$ cat src/inc/sac_pkg.sv
package sac_pkg;
    localparam int unsigned SAC_RES_BITS = 8;
    localparam int unsigned SAC_ADDR_BITS = 3;
    localparam int unsigned SAC_IDX_BITS = 3;
    // address shift register positions: start, mode, parity
    localparam int unsigned SAC_START_POS = 2;
    localparam int unsigned SAC_SGL_POS = 1;
    localparam int unsigned SAC_ODD_POS = 0;
    localparam logic [SAC_RES_BITS-1:0] SAC_RES_RST = 8'h00;
    localparam logic [SAC_RES_BITS-1:0] SAC_RES_ONE = 8'h01;
    localparam logic [SAC_ADDR_BITS-1:0] SAC_ADDR_RST = 3'h0;
    localparam logic [SAC_IDX_BITS-1:0] SAC_IDX_MSB = 3'h7;
    localparam logic [SAC_IDX_BITS-1:0] SAC_IDX_LSB = 3'h0;
    localparam logic [SAC_IDX_BITS-1:0] SAC_IDX_REPEAT = 3'h1;
    localparam logic [SAC_IDX_BITS-1:0] SAC_IDX_STEP = 3'h1;
    typedef enum logic [5:0] {
        SAC_ST_IDLE = 6'h01,
        SAC_ST_ADDR = 6'h02,
        SAC_ST_SETTLE = 6'h04,
        SAC_ST_MSB = 6'h08,
        SAC_ST_LSB = 6'h10,
        SAC_ST_DONE = 6'h20
    } sac_state_t;
endpackage

$ cat src/inc/sac_if.sv
`timescale 1ns/1ns
interface sac_if;
    import sac_pkg::*;
    logic twin;
    logic sgl;
    logic odd;
    logic [SAC_RES_BITS-1:0] in_zero;
    logic [SAC_RES_BITS-1:0] in_one;
    logic [SAC_RES_BITS-1:0] pin_p;
    logic [SAC_RES_BITS-1:0] pin_n;
    logic [SAC_RES_BITS-1:0] diff;
    logic clear;
    logic step;
    logic [SAC_IDX_BITS-1:0] idx;
    logic decide;
    logic [SAC_RES_BITS-1:0] result;
    modport ctl (
        output twin, sgl, odd, in_zero, in_one, pin_p, pin_n, clear, step, idx,
        input diff, decide, result
    );
    modport mux (
        input twin, sgl, odd, in_zero, in_one, pin_p, pin_n,
        output diff
    );
    modport appr (
        input diff, clear, step, idx,
        output decide, result
    );
endinterface

$ cat src/logic/sac_mux.sv
`timescale 1ns/1ns
module sac_mux (
    sac_if.mux m
);
    import sac_pkg::*;
    logic [SAC_RES_BITS-1:0] pos;
    logic [SAC_RES_BITS-1:0] neg;
    always_comb begin
        if (!m.twin) begin
            // fixed pair, no address needed
            pos = m.pin_p;
            neg = m.pin_n;
        end else if (m.sgl) begin
            // single-ended against ground
            pos = m.odd ? m.in_one : m.in_zero;
            neg = SAC_RES_RST;
        end else begin
            // differential, parity swaps polarity
            pos = m.odd ? m.in_one : m.in_zero;
            neg = m.odd ? m.in_zero : m.in_one;
        end
        // clamp: a negative difference converts to zero
        m.diff = (pos > neg) ? SAC_RES_BITS'(pos - neg) : SAC_RES_RST;
    end
endmodule

$ cat src/logic/sac_sar.sv
`timescale 1ns/1ns
module sac_approx (
    // clock and reset
    input wire logic sys_clk_i,
    input wire logic rstn_i,
    // control side
    sac_if.appr s
);
    import sac_pkg::*;
    logic [SAC_RES_BITS-1:0] res_q;
    logic [SAC_RES_BITS-1:0] res_d;
    logic [SAC_RES_BITS-1:0] trial;
    always_comb begin
        // lower bits are still zero, so this is the ladder tap under test
        trial = res_q | SAC_RES_BITS'(SAC_RES_ONE << s.idx);
        s.decide = (s.diff >= trial);
        res_d = res_q;
        if (s.clear) begin
            res_d = SAC_RES_RST;
        end else if (s.step) begin
            res_d[s.idx] = s.decide;
        end
    end
    always_ff @(posedge sys_clk_i or negedge rstn_i) begin
        if (!rstn_i) begin
            res_q <= SAC_RES_RST;
        end else begin
            res_q <= res_d;
        end
    end
    assign s.result = res_q;
    appr_store_a: assert property (@(posedge sys_clk_i) disable iff (!rstn_i)
        (s.step && !s.clear) |=> res_q[$past(s.idx)] == $past(s.decide))
        else $error("decision not stored in result");
    appr_zero_a: assert property (@(posedge sys_clk_i) disable iff (!rstn_i)
        (s.step && !s.clear && s.diff == SAC_RES_RST) |=> res_q[$past(s.idx)] == 1'b0)
        else $error("zero input gave a one bit");
endmodule

$ cat src/logic/sac_top.sv
`timescale 1ns/1ns
module sac_top #(
    parameter bit TWIN_CHANNEL = 1'b1
) (
    // clock and reset
    input wire logic sys_clk_i,
    input wire logic rstn_i,
    // serial link from the host
    input wire logic chip_select_n_i,
    input wire logic ser_clk_i,
    input wire logic serial_data_in_i,
    output logic serial_data_out_o,
    output logic serial_data_out_oe_n_o,
    // analog levels, full scale equals reference
    input wire logic [sac_pkg::SAC_RES_BITS-1:0] analog_channel_zero_i,
    input wire logic [sac_pkg::SAC_RES_BITS-1:0] analog_channel_one_i,
    input wire logic [sac_pkg::SAC_RES_BITS-1:0] positive_analog_input_i,
    input wire logic [sac_pkg::SAC_RES_BITS-1:0] negative_analog_input_i,
    // status
    output logic busy_o,
    output logic result_valid_o,
    output logic [sac_pkg::SAC_RES_BITS-1:0] result_o
);
    import sac_pkg::*;

    ////////////////////////////////////////////////////////////////////////////////
    // state

    sac_state_t st_q;
    sac_state_t st_d;
    logic clk_q;
    logic clk_d;
    logic [SAC_ADDR_BITS-1:0] addr_q;
    logic [SAC_ADDR_BITS-1:0] addr_d;
    logic [SAC_ADDR_BITS-1:0] addr_nx;
    logic sgl_q;
    logic sgl_d;
    logic odd_q;
    logic odd_d;
    logic [SAC_IDX_BITS-1:0] idx_q;
    logic [SAC_IDX_BITS-1:0] idx_d;
    logic sdo_q;
    logic sdo_d;
    logic oe_n_q;
    logic oe_n_d;
    logic busy_q;
    logic busy_d;
    logic valid_q;
    logic valid_d;
    logic [SAC_RES_BITS-1:0] res_q;
    logic [SAC_RES_BITS-1:0] res_d;
    logic step;
    logic rise;
    logic fall;

    sac_if ifc ();

    sac_mux u_mux (
        .m(ifc.mux)
    );

    sac_approx u_appr (
        .sys_clk_i(sys_clk_i),
        .rstn_i(rstn_i),
        .s(ifc.appr)
    );

    ////////////////////////////////////////////////////////////////////////////////
    // edges of the host clock, which is taken as synchronous

    assign rise = ser_clk_i && !clk_q;
    assign fall = !ser_clk_i && clk_q;
    assign addr_nx = {addr_q[SAC_ADDR_BITS-2:0], serial_data_in_i};

    assign ifc.twin = TWIN_CHANNEL;
    assign ifc.sgl = sgl_q;
    assign ifc.odd = odd_q;
    assign ifc.in_zero = analog_channel_zero_i;
    assign ifc.in_one = analog_channel_one_i;
    assign ifc.pin_p = positive_analog_input_i;
    assign ifc.pin_n = negative_analog_input_i;
    assign ifc.clear = chip_select_n_i || (st_q == SAC_ST_IDLE);
    assign ifc.step = step;
    assign ifc.idx = idx_q;

    ////////////////////////////////////////////////////////////////////////////////
    // sequencer

    always_comb begin
        st_d = st_q;
        clk_d = ser_clk_i;
        addr_d = addr_q;
        sgl_d = sgl_q;
        odd_d = odd_q;
        idx_d = idx_q;
        sdo_d = sdo_q;
        oe_n_d = oe_n_q;
        valid_d = valid_q;
        res_d = res_q;
        step = 1'b0;
        if (chip_select_n_i) begin
            // deselect clears everything and floats the output
            st_d = SAC_ST_IDLE;
            addr_d = SAC_ADDR_RST;
            sgl_d = 1'b0;
            odd_d = 1'b0;
            idx_d = SAC_IDX_MSB;
            sdo_d = 1'b0;
            oe_n_d = 1'b1;
            valid_d = 1'b0;
            res_d = SAC_RES_RST;
        end else begin
            unique case (st_q)
                SAC_ST_IDLE: begin
                    // select low wakes the logic
                    // single variant has no address phase
                    st_d = TWIN_CHANNEL ? SAC_ST_ADDR : SAC_ST_SETTLE;
                end
                SAC_ST_ADDR: begin
                    if (rise) begin
                        // leading zeros fall off the top unnoticed
                        addr_d = addr_nx;
                        if (addr_nx[SAC_START_POS]) begin
                            // start bit at the top: latch the selection
                            sgl_d = addr_nx[SAC_SGL_POS];
                            odd_d = addr_nx[SAC_ODD_POS];
                            st_d = SAC_ST_SETTLE;
                        end
                    end
                end
                SAC_ST_SETTLE: begin
                    if (fall) begin
                        // leading low for the settle clock
                        sdo_d = 1'b0;
                        oe_n_d = 1'b0;
                        idx_d = SAC_IDX_MSB;
                        st_d = SAC_ST_MSB;
                    end
                end
                SAC_ST_MSB: begin
                    if (fall) begin
                        // one decision per clock, sent as made
                        step = 1'b1;
                        sdo_d = ifc.decide;
                        if (idx_q == SAC_IDX_LSB) begin
                            // eighth decision ends the conversion
                            res_d = {ifc.result[SAC_RES_BITS-1:1], ifc.decide};
                            valid_d = 1'b1;
                            idx_d = SAC_IDX_REPEAT;
                            st_d = TWIN_CHANNEL ? SAC_ST_LSB : SAC_ST_DONE;
                        end else begin
                            idx_d = SAC_IDX_BITS'(idx_q - SAC_IDX_STEP);
                        end
                    end
                end
                SAC_ST_LSB: begin
                    if (fall) begin
                        // lsb is shared, the repeat starts at bit one
                        sdo_d = res_q[idx_q];
                        if (idx_q == SAC_IDX_MSB) begin
                            st_d = SAC_ST_DONE;
                        end else begin
                            idx_d = SAC_IDX_BITS'(idx_q + SAC_IDX_STEP);
                        end
                    end
                end
                SAC_ST_DONE: begin
                    // stays here until deselect returns to idle, data input unused
                    if (fall) begin
                        sdo_d = 1'b0;
                        oe_n_d = 1'b1;
                    end
                end
                default: begin
                    st_d = SAC_ST_IDLE;
                end
            endcase
        end
        busy_d = (st_d == SAC_ST_SETTLE) || (st_d == SAC_ST_MSB) || (st_d == SAC_ST_LSB);
    end

    always_ff @(posedge sys_clk_i or negedge rstn_i) begin
        if (!rstn_i) begin
            st_q <= SAC_ST_IDLE;
            clk_q <= 1'b0;
            addr_q <= SAC_ADDR_RST;
            sgl_q <= 1'b0;
            odd_q <= 1'b0;
            idx_q <= SAC_IDX_MSB;
            sdo_q <= 1'b0;
            oe_n_q <= 1'b1;
            busy_q <= 1'b0;
            valid_q <= 1'b0;
            res_q <= SAC_RES_RST;
        end else begin
            st_q <= st_d;
            clk_q <= clk_d;
            addr_q <= addr_d;
            sgl_q <= sgl_d;
            odd_q <= odd_d;
            idx_q <= idx_d;
            sdo_q <= sdo_d;
            oe_n_q <= oe_n_d;
            busy_q <= busy_d;
            valid_q <= valid_d;
            res_q <= res_d;
        end
    end

    // output stays floating during addressing, so one shared wire works
    assign serial_data_out_o = sdo_q;
    assign serial_data_out_oe_n_o = oe_n_q;
    assign busy_o = busy_q;
    assign result_valid_o = valid_q;
    assign result_o = res_q;

    ////////////////////////////////////////////////////////////////////////////////
    // checks

    deselect_clear_a: assert property (@(posedge sys_clk_i) disable iff (!rstn_i)
        chip_select_n_i |=> (oe_n_q && st_q == SAC_ST_IDLE && !valid_q))
        else $error("deselect did not clear and float");
    addr_shift_a: assert property (@(posedge sys_clk_i) disable iff (!rstn_i)
        (!chip_select_n_i && st_q == SAC_ST_ADDR && rise)
        |=> addr_q == {$past(addr_q[SAC_ADDR_BITS-2:0]), $past(serial_data_in_i)})
        else $error("data input not shifted on rising edge");
    start_wait_a: assert property (@(posedge sys_clk_i) disable iff (!rstn_i)
        (!chip_select_n_i && st_q == SAC_ST_ADDR && addr_q == SAC_ADDR_RST && rise
         && !serial_data_in_i) |=> st_q == SAC_ST_ADDR && addr_q == SAC_ADDR_RST)
        else $error("leading low taken as start");
    sel_latch_a: assert property (@(posedge sys_clk_i) disable iff (!rstn_i)
        (st_q == SAC_ST_ADDR ##1 st_q == SAC_ST_SETTLE)
        |-> sgl_q == addr_q[SAC_SGL_POS] && odd_q == addr_q[SAC_ODD_POS])
        else $error("selection not latched at start");
    settle_low_a: assert property (@(posedge sys_clk_i) disable iff (!rstn_i)
        (!chip_select_n_i && st_q == SAC_ST_SETTLE && fall)
        |=> !oe_n_q && !sdo_q && st_q == SAC_ST_MSB && idx_q == SAC_IDX_MSB)
        else $error("settle clock not driven low");
    msb_bit_a: assert property (@(posedge sys_clk_i) disable iff (!rstn_i)
        (!chip_select_n_i && st_q == SAC_ST_MSB && fall) |=> sdo_q == $past(ifc.decide))
        else $error("output bit differs from decision");
    conv_end_a: assert property (@(posedge sys_clk_i) disable iff (!rstn_i)
        (!chip_select_n_i && st_q == SAC_ST_MSB && fall && idx_q == SAC_IDX_LSB)
        |=> valid_q && st_q != SAC_ST_MSB)
        else $error("conversion not ended after eight bits");
    lsb_bit_a: assert property (@(posedge sys_clk_i) disable iff (!rstn_i)
        (!chip_select_n_i && st_q == SAC_ST_LSB && fall) |=> sdo_q == res_q[$past(idx_q)])
        else $error("lsb-first bit wrong");
    din_ignored_a: assert property (@(posedge sys_clk_i) disable iff (!rstn_i)
        (!chip_select_n_i && st_q != SAC_ST_ADDR && st_q != SAC_ST_IDLE) |=> $stable(addr_q))
        else $error("data input shifted during conversion");
    fall_only_a: assert property (@(posedge sys_clk_i) disable iff (!rstn_i)
        (!chip_select_n_i && $past(!chip_select_n_i) && $changed(sdo_q)) |-> $past(fall))
        else $error("output changed off a falling edge");
    polarity_a: assert property (@(posedge sys_clk_i) disable iff (!rstn_i)
        (TWIN_CHANNEL && !sgl_q && odd_q && analog_channel_zero_i >= analog_channel_one_i)
        |-> ifc.diff == SAC_RES_RST)
        else $error("differential polarity not reversed");
endmodule

$ cat config.mk
export PLATFORM = sky130hd
export DESIGN_NAME = sac_top
export DESIGN_NICKNAME = d
export VERILOG_FILES = /design/src/inc/sac_pkg.sv /design/src/inc/sac_if.sv /design/src/logic/sac_mux.sv /design/src/logic/sac_sar.sv /design/src/logic/sac_top.sv
export SDC_FILE = /design/constraint.sdc
export NUM_CORES = 1
export LEC_CHECK = 0
export CORE_MARGIN = 2
export CORE_UTILIZATION = 58
export DETAILED_ROUTE_END_ITERATION = 10
export DONT_BUFFER_PORTS = 1
export PLACE_DENSITY_LB_ADDON = 0.3
export SLEW_MARGIN = 20
export SYNTH_ARGS = -nofsm -noshare
export SYNTH_HDL_FRONTEND = slang
export SYNTH_SLANG_ARGS = --single-unit
export TNS_END_PERCENT = 50
$ cat constraint.sdc
create_clock -name sys_clk_i -period 4.3 [get_ports sys_clk_i]
set_input_delay 0.86 -clock sys_clk_i [delete_from_list [all_inputs] [get_ports sys_clk_i]]
set_output_delay 0.86 -clock sys_clk_i [all_outputs]
set_load 0.01 [all_outputs]
# Word level (Yosys, flattened, before mapping)
# Cells that the tools add are included.
# op_classes
bitwise_logic	1
muxes	57
order_cmp	4
n_addsub	3
n_shift	1
n_mul	0
reduce_logical	26
div	0
n_eq_ne	16
# ops
op	n
2-to-1 mux 8 bit	10
2-to-1 mux 6 bit	8
one-hot mux 6 bit (6 select lines)	1
2-to-1 mux 1 bit	23
2-to-1 mux 3 bit	6
inequality test 3 bit (second input constant)	5
nonzero test 2 bit	7
== test 6 x 3 -> 1 bit (second input constant)	2
== test 6 x 4 -> 1 bit (second input constant)	2
== test 6 x 5 -> 1 bit (second input constant)	2
one-hot mux 3 bit (3 select lines)	1
AND reduction 3 bit	3
bitwise mux 8 bit	1
>= comparator 8 bit	1
> comparator 8 bit	1
bitwise OR 8 bit	1
nonzero test 4 bit	2
left shift 1 x 3 -> 8 bit (first input constant)	1
subtractor 8 bit	1
== test 6 x 1 -> 1 bit (second input constant)	1
== test 6 x 2 -> 1 bit (second input constant)	1
== test 6 bit (second input constant)	1
2-to-1 mux 2 bit	3
AND reduction 5 bit	1
other kinds (18)	23
# totals
reg_bits	34
rom_bits	0
output_inout_bits	12
mem_bits_rw	0
inputBits	37
word_cells	120
latch_bits	0
memories	0

# Logic depth before layout (Yosys ltp)
# logic_depth
word_depth	9
depth_mapped	18
ltp_nobuf	16

# By module
# A second synthesis with hierarchy kept.
# unflattened
cells_unflattened	344
hier_area_um2	2966.6
# by_module_without_submodules
module	area_each_um2	cells_per_inst	n_inst	seq_area_each_um2
sac_top	1575.3	159	1	656.9
sac_mux	726.9	108	1	0.0
sac_approx	664.4	77	1	200.2

# Least setup slack after synthesis
# OpenSTA, ideal clock, no wires.
# synth_timing
kind	register to register
from	register odd_q (netlist: ifc.odd)
to	register sdo_q (netlist: serial_data_out_o)
setup_ps	82
path_buffers	2
arrival_ps	4300
setup_slack_ps	-82
stages_incl_launch_ff	16
required_ps	4218
path_cell_list	dfrtp_1 > clkbuf_1 > buf_1 > mux2_2 > fa_1 > a211oi_1 > o21ai_1 > or4_1 > o211ai_1 > nor2_1 > ha_1 > and3_1 > o2111ai_1 > o21ai_1 > o41ai_1 > a31oi_1
# synth_via
elab_chain_len	8
word_cells_on_any_way	10
cone_classes	add/sub (1); order compare (2); mux (7)
# synth_lines
item	line_no	rtl
start, declared	sac_top.sv:38	logic odd_q;
start signal, assigned	sac_top.sv:188	odd_q <= 1'b0;
start signal, assigned	sac_top.sv:200	odd_q <= odd_d;
2-to-1 mux 8 bit	sac_mux.sv:20	neg = m.odd ? m.in_zero : m.in_one;
2-to-1 mux 8 bit	sac_mux.sv:13	end else if (m.sgl) begin
subtractor 8 bit or > comparator 8 bit (tied branches)	sac_mux.sv:23	m.diff = (pos > neg) ? SAC_RES_BITS'(pos - neg) : SAC_RES_RST;
2-to-1 mux 8 bit *	sac_mux.sv:23	
>= comparator 8 bit *	sac_sar.sv:16	s.decide = (s.diff >= trial);
2-to-1 mux 1 bit *	sac_top.sv:141	if (fall) begin
one-hot mux 1 bit (3 select lines) *	sac_top.sv:113	unique case (st_q)
2-to-1 mux 1 bit *	sac_top.sv:101	if (chip_select_n_i) begin
end signal, assigned	sac_top.sv:202	sdo_q <= sdo_d;
end, declared	sac_top.sv:42	logic sdo_q;
# Every way passes the cells marked *; elsewhere a longest branch is shown, timed or not. The select of a mux whose other input is x is not followed.
# A chain may end at the register's enable or synchronous reset.

# Final worst setup path
# layout_timing
from	input port analog_channel_zero_i[0] (netlist name)
to	register u_appr.res_q[7] (netlist: u_appr.s.result[7])
# layout_via
elab_chain_len	8
word_cells_on_any_way	10
cone_classes	add/sub (1); order compare (2); mux (7)
# layout_lines
item	line_no	rtl
start, declared	sac_top.sv:15	input wire logic [sac_pkg::SAC_RES_BITS-1:0] analog_channel_zero_i,
2-to-1 mux 8 bit	sac_mux.sv:20	
2-to-1 mux 8 bit	sac_mux.sv:13	
subtractor 8 bit or > comparator 8 bit (tied branches)	sac_mux.sv:23	
2-to-1 mux 8 bit *	sac_mux.sv:23	
>= comparator 8 bit *	sac_sar.sv:16	
bitwise mux 8 bit *	sac_sar.sv:21	res_d[s.idx] = s.decide;
2-to-1 mux 8 bit *	sac_sar.sv:20	end else if (s.step) begin
2-to-1 mux 8 bit *	sac_sar.sv:18	if (s.clear) begin
end signal, assigned	sac_sar.sv:28	res_q <= res_d;
end, declared	sac_sar.sv:10	logic [SAC_RES_BITS-1:0] res_q;
# Marks and branches as above.

==> key figures <==
Timing
  • Number of failing hold endpoints at the final stage: 0
  • Total Negative Setup Slacks: 0 ps
  • Unrepaired setup endpoints after global routing: false
  • Fraction of the cycle the final worst path needs: 0.936
  • Actual slew at the worst max-slew pin: 740 ps
  • Clock period minus final worst setup slack: roughly 4000 ps
  • Highest clock rate: between 200 and 250 MHz
  • Final Slew Violations: 0
  • Worst Clk Skew: between 8 and 9 ps
  • # setup viols final: 0
  • Max-Slew Margin vs Limit: 0.506

Synthesis
  • Syn nets: between 300 and 400
  • Top flip-flop cell by instance count after synthesis: sky130_fd_sc_hd__dfrtp_1
  • Synth top area cells: sky130_fd_sc_hd__dfrtp_1 27%, sky130_fd_sc_hd__ha_1 12%, sky130_fd_sc_hd__mux2i_1 10%
  • Area share of the leading cell type in the synthesized netlist: 0.270
  • Post-synth ARST share: 1.00
  • Post-synth cell types: 52
  • Sequential element share of the synthesized area: 0.319
  • Post-Synthesis Cells: 291
  • Synth Register Bits: 34
  • Post-synth EDFFs: 0
  • Cell Area, Synth: 2690 µm²
  • Leading post-synthesis cells by instance count: 39 x sky130_fd_sc_hd__nor2_1, 29 x sky130_fd_sc_hd__dfrtp_1, 28 x sky130_fd_sc_hd__mux2i_1, 25 x sky130_fd_sc_hd__ha_1, 18 x sky130_fd_sc_hd__a21oi_1
  • Synthesized area per cell: 9.23 µm²
  • Total number of yosys warnings: 0
  • Cell type contributing the most total cell area after synthesis: sky130_fd_sc_hd__dfrtp_1
  • Most repeated cell in the gate-level netlist after synthesis: sky130_fd_sc_hd__nor2_1

Clocking
  • TritonCTS clock tree: done
  • Root buf cell: sky130_fd_sc_hd__clkbuf_8
  • Clk sink count: 34
  • Clock Path Buffers: 2
  • Clock latency of the later-clocked register in the worst-skew pair: 290 ps
  • Number of buffers inserted during clock tree synthesis: 5
  • H-tree lvl count: 2
  • Clock slew seen by the registers of the worst setup and hold paths: 70 ps

Placed design
  • Number of placed instances, taps included: 336
  • IO buf count: 0
  • Detailed placement HPWL: 4230 µm
  • Final GP Congestion: 0.845

Power
  • Pwr/cell area: 259 nW/µm²
  • Peak supply drop: roughly 0.00022 V
  • Leakage power: 0.00131 µW

Global routing
  • Total global-route track usage: 0.230
  • Sum of overflow across all layers after global routing: 0
  • Maximum number of pins on one net before global-route repair: 35
  • Antenna violations before repair: 0
  • Wire length of the first global-routing pass: 9520 µm
  • Number of global-route vias before repair: 2,074

Finish
  • # diodes: 0
  • Share of final-layout standard cells stronger than drive strength 1: 0.177
  • Share of the core filled with cells: 0.651
  • Area Growth Syn to Fin: 6.99%
  • Layout Nets: 355
  • Finished Layout Cells: 345

Setup path
  • Worst-path maximum fanout: 8
  • Crit end category: register
  • Source of the worst register-to-register timing path: ifc.odd$_DFFE_PN0P_
  • Number of cells on the worst reg-to-reg path: 17
  • Critical path type: in2reg
  • Crit path DAT: 4180 ps
  • R2r endpoint: u_appr.s.result[7]$_DFFE_PN0P_
  • CP max stage cell: sky130_fd_sc_hd__or4_1
  • Required time at the worst-slack endpoint: 4460 ps
  • Setup slack of the worst register-to-register path: 270 ps
  • Max stage delay on crit path: 410 ps
  • Kind of launch point of the worst setup path: input port
  • Critical path, cell by cell: mux2i_1 > nor2_1 > ha_2 > inv_1 > fa_1 > a211oi_2 > o21ai_1 > or4_1 > o211ai_1 > nor2_1 > ha_1 > a21o_1 > a221oi_1 > o21ai_1 > buf_4 > nor3_1 > nor3_1

Die
  • Top-level port count: 49
  • Die Outline Area: 5190 µm²
  • Width of the die: slightly above 70 µm
  • Initial standard-cell utilization of the core: 0.609
  • Area of the core: 4410 µm²
  • Number of cell rows: 24
  • Die Ht: between 70 and 80 µm

Route
  • Drt wl/cell: 16.5 µm
  • Drc violations: 0
  • Iteration count of the initial detailed-routing pass: 4
  • Vias after detailed routing: 2,106
  • Post-route ant nets: 0
  • Violation count after the first detailed-route iteration: 151
  • Number of vias per cell: just over 6
  • Final routed wirelength across all metal layers: around 5700 µm

Job
  • Number of maximum-capacitance violations: 0

Min path
  • Worst hold path type: in2async

Status
  • Result of the run: finished clean
[what timing repair did]
item	in CTS	in global routing
buffers inserted	0	1
hold buffers	0	0
gates resized for setup	0	3
endpoints found under the setup margin	0	10
[cell families after synthesis]
family,count (synthesis),share of synthesized area
buffers and inverters,23,0.0335
and+or+nand+nor,106,0.212
AOI/OAI and AO/OA,57,0.141
muxes,39,0.150
adders and majority gates,26,0.124
xor gates and xnor gates,6,0.0196
DFF,34,0.319
[metal layers]
layer  GRT usage  wire length [µm]  vias up
met1       0.326              2690     1000
met4      0.0650                42        0
met5           0                 0        -
met3      0.0472               323        5
li1            -                 -     1052
met2       0.358              2650       49
[registers in the layout, summed over array words and instances (netlist names)]
signal / cells
ifc.sgl: 1
serial_data_out_oe_n_o: 1
u_appr.s.result: 8
serial_data_out_o: 1
ifc.odd: 1
result_valid_o: 1
busy_o: 1
clk_q: 1
result_o: 8
idx_q: 3
st_q: 6
addr_q: 2
[worst max-delay path by stage]
stage,from,end,slack (ps),depth (start not counted)
after floorplan,ifc.odd$_DFFE_PN0P_,serial_data_out_o$_DFFE_PN0P_,50,15
after global placement,analog_channel_zero_i[1],u_appr.s.result[7]$_DFFE_PN0P_,-10,15
after detailed placement,analog_channel_zero_i[1],u_appr.s.result[7]$_DFFE_PN0P_,-50,15
after CTS,ifc.odd$_DFFE_PN0P_,u_appr.s.result[7]$_DFFE_PN0P_,90,16
after global routing,ifc.odd$_DFFE_PN0P_,u_appr.s.result[7]$_DFFE_PN0P_,20,17
final,analog_channel_zero_i[0],u_appr.s.result[7]$_DFFE_PN0P_,270,17
[layout make-up]
cell class | instances | area (µm²)
repair buffers | 8 | 60.1
inverters | 9 | 33.8
clock buffers | 8 | 110
flip-flops and latches | 34 | 858
well taps | 52 | 65.1
fillers | 353 | 1540
multi-input cells | 234 | 1750
[stage by stage]
stage / instance area [µm²] / power [µW] / hold slack (ps) / setup WS (ps)
after detailed placement: 2750 / 472 / 527 / -49.2
after global routing: 2870 / 775 / 249 / 16.7
after floorplan: 2690 / 439 / 490 / 48.8
final: 2870 / 745 / 257 / 273
after global placement: 2750 / 468 / 510 / -10.8
after CTS: 2860 / 746 / 257 / 91.1
[placed cells by master (no fill, tap or decap), types with 7 or more instances in the layout]
cell,synthesis,routed
sky130_fd_sc_hd__a21oi_1,18,18
sky130_fd_sc_hd__buf_4,1,8
sky130_fd_sc_hd__clkbuf_8,0,8
sky130_fd_sc_hd__dfrtp_1,29,28
sky130_fd_sc_hd__ha_1,25,24
sky130_fd_sc_hd__inv_1,9,9
sky130_fd_sc_hd__mux2_2,11,11
sky130_fd_sc_hd__mux2i_1,28,28
sky130_fd_sc_hd__nand2_1,12,12
sky130_fd_sc_hd__nand3_1,7,7
sky130_fd_sc_hd__nor2_1,39,39
sky130_fd_sc_hd__nor3_1,8,8
sky130_fd_sc_hd__o21ai_0,8,8
sky130_fd_sc_hd__or2_2,9,9
[worst max-delay path: cells and delay by family]
kind	cells	cell delay, ps
adders and majority gates	3	920
buffers and inverters	2	240
AOI/OAI and AO/OA	6	1160
and+or+nand+nor	5	940
muxes	1	60
[report_power, final]
part           leakage (µW)  switching [µW]  total [µW]  internal [µW]
Sequential         0.000453            6.52         331            324
Clock             0.0000575             114         276            162
Combinational      0.000801            71.2         138           67.1
Total               0.00131             192         745            553
Note: power is estimated with default switching activity, not from simulation.
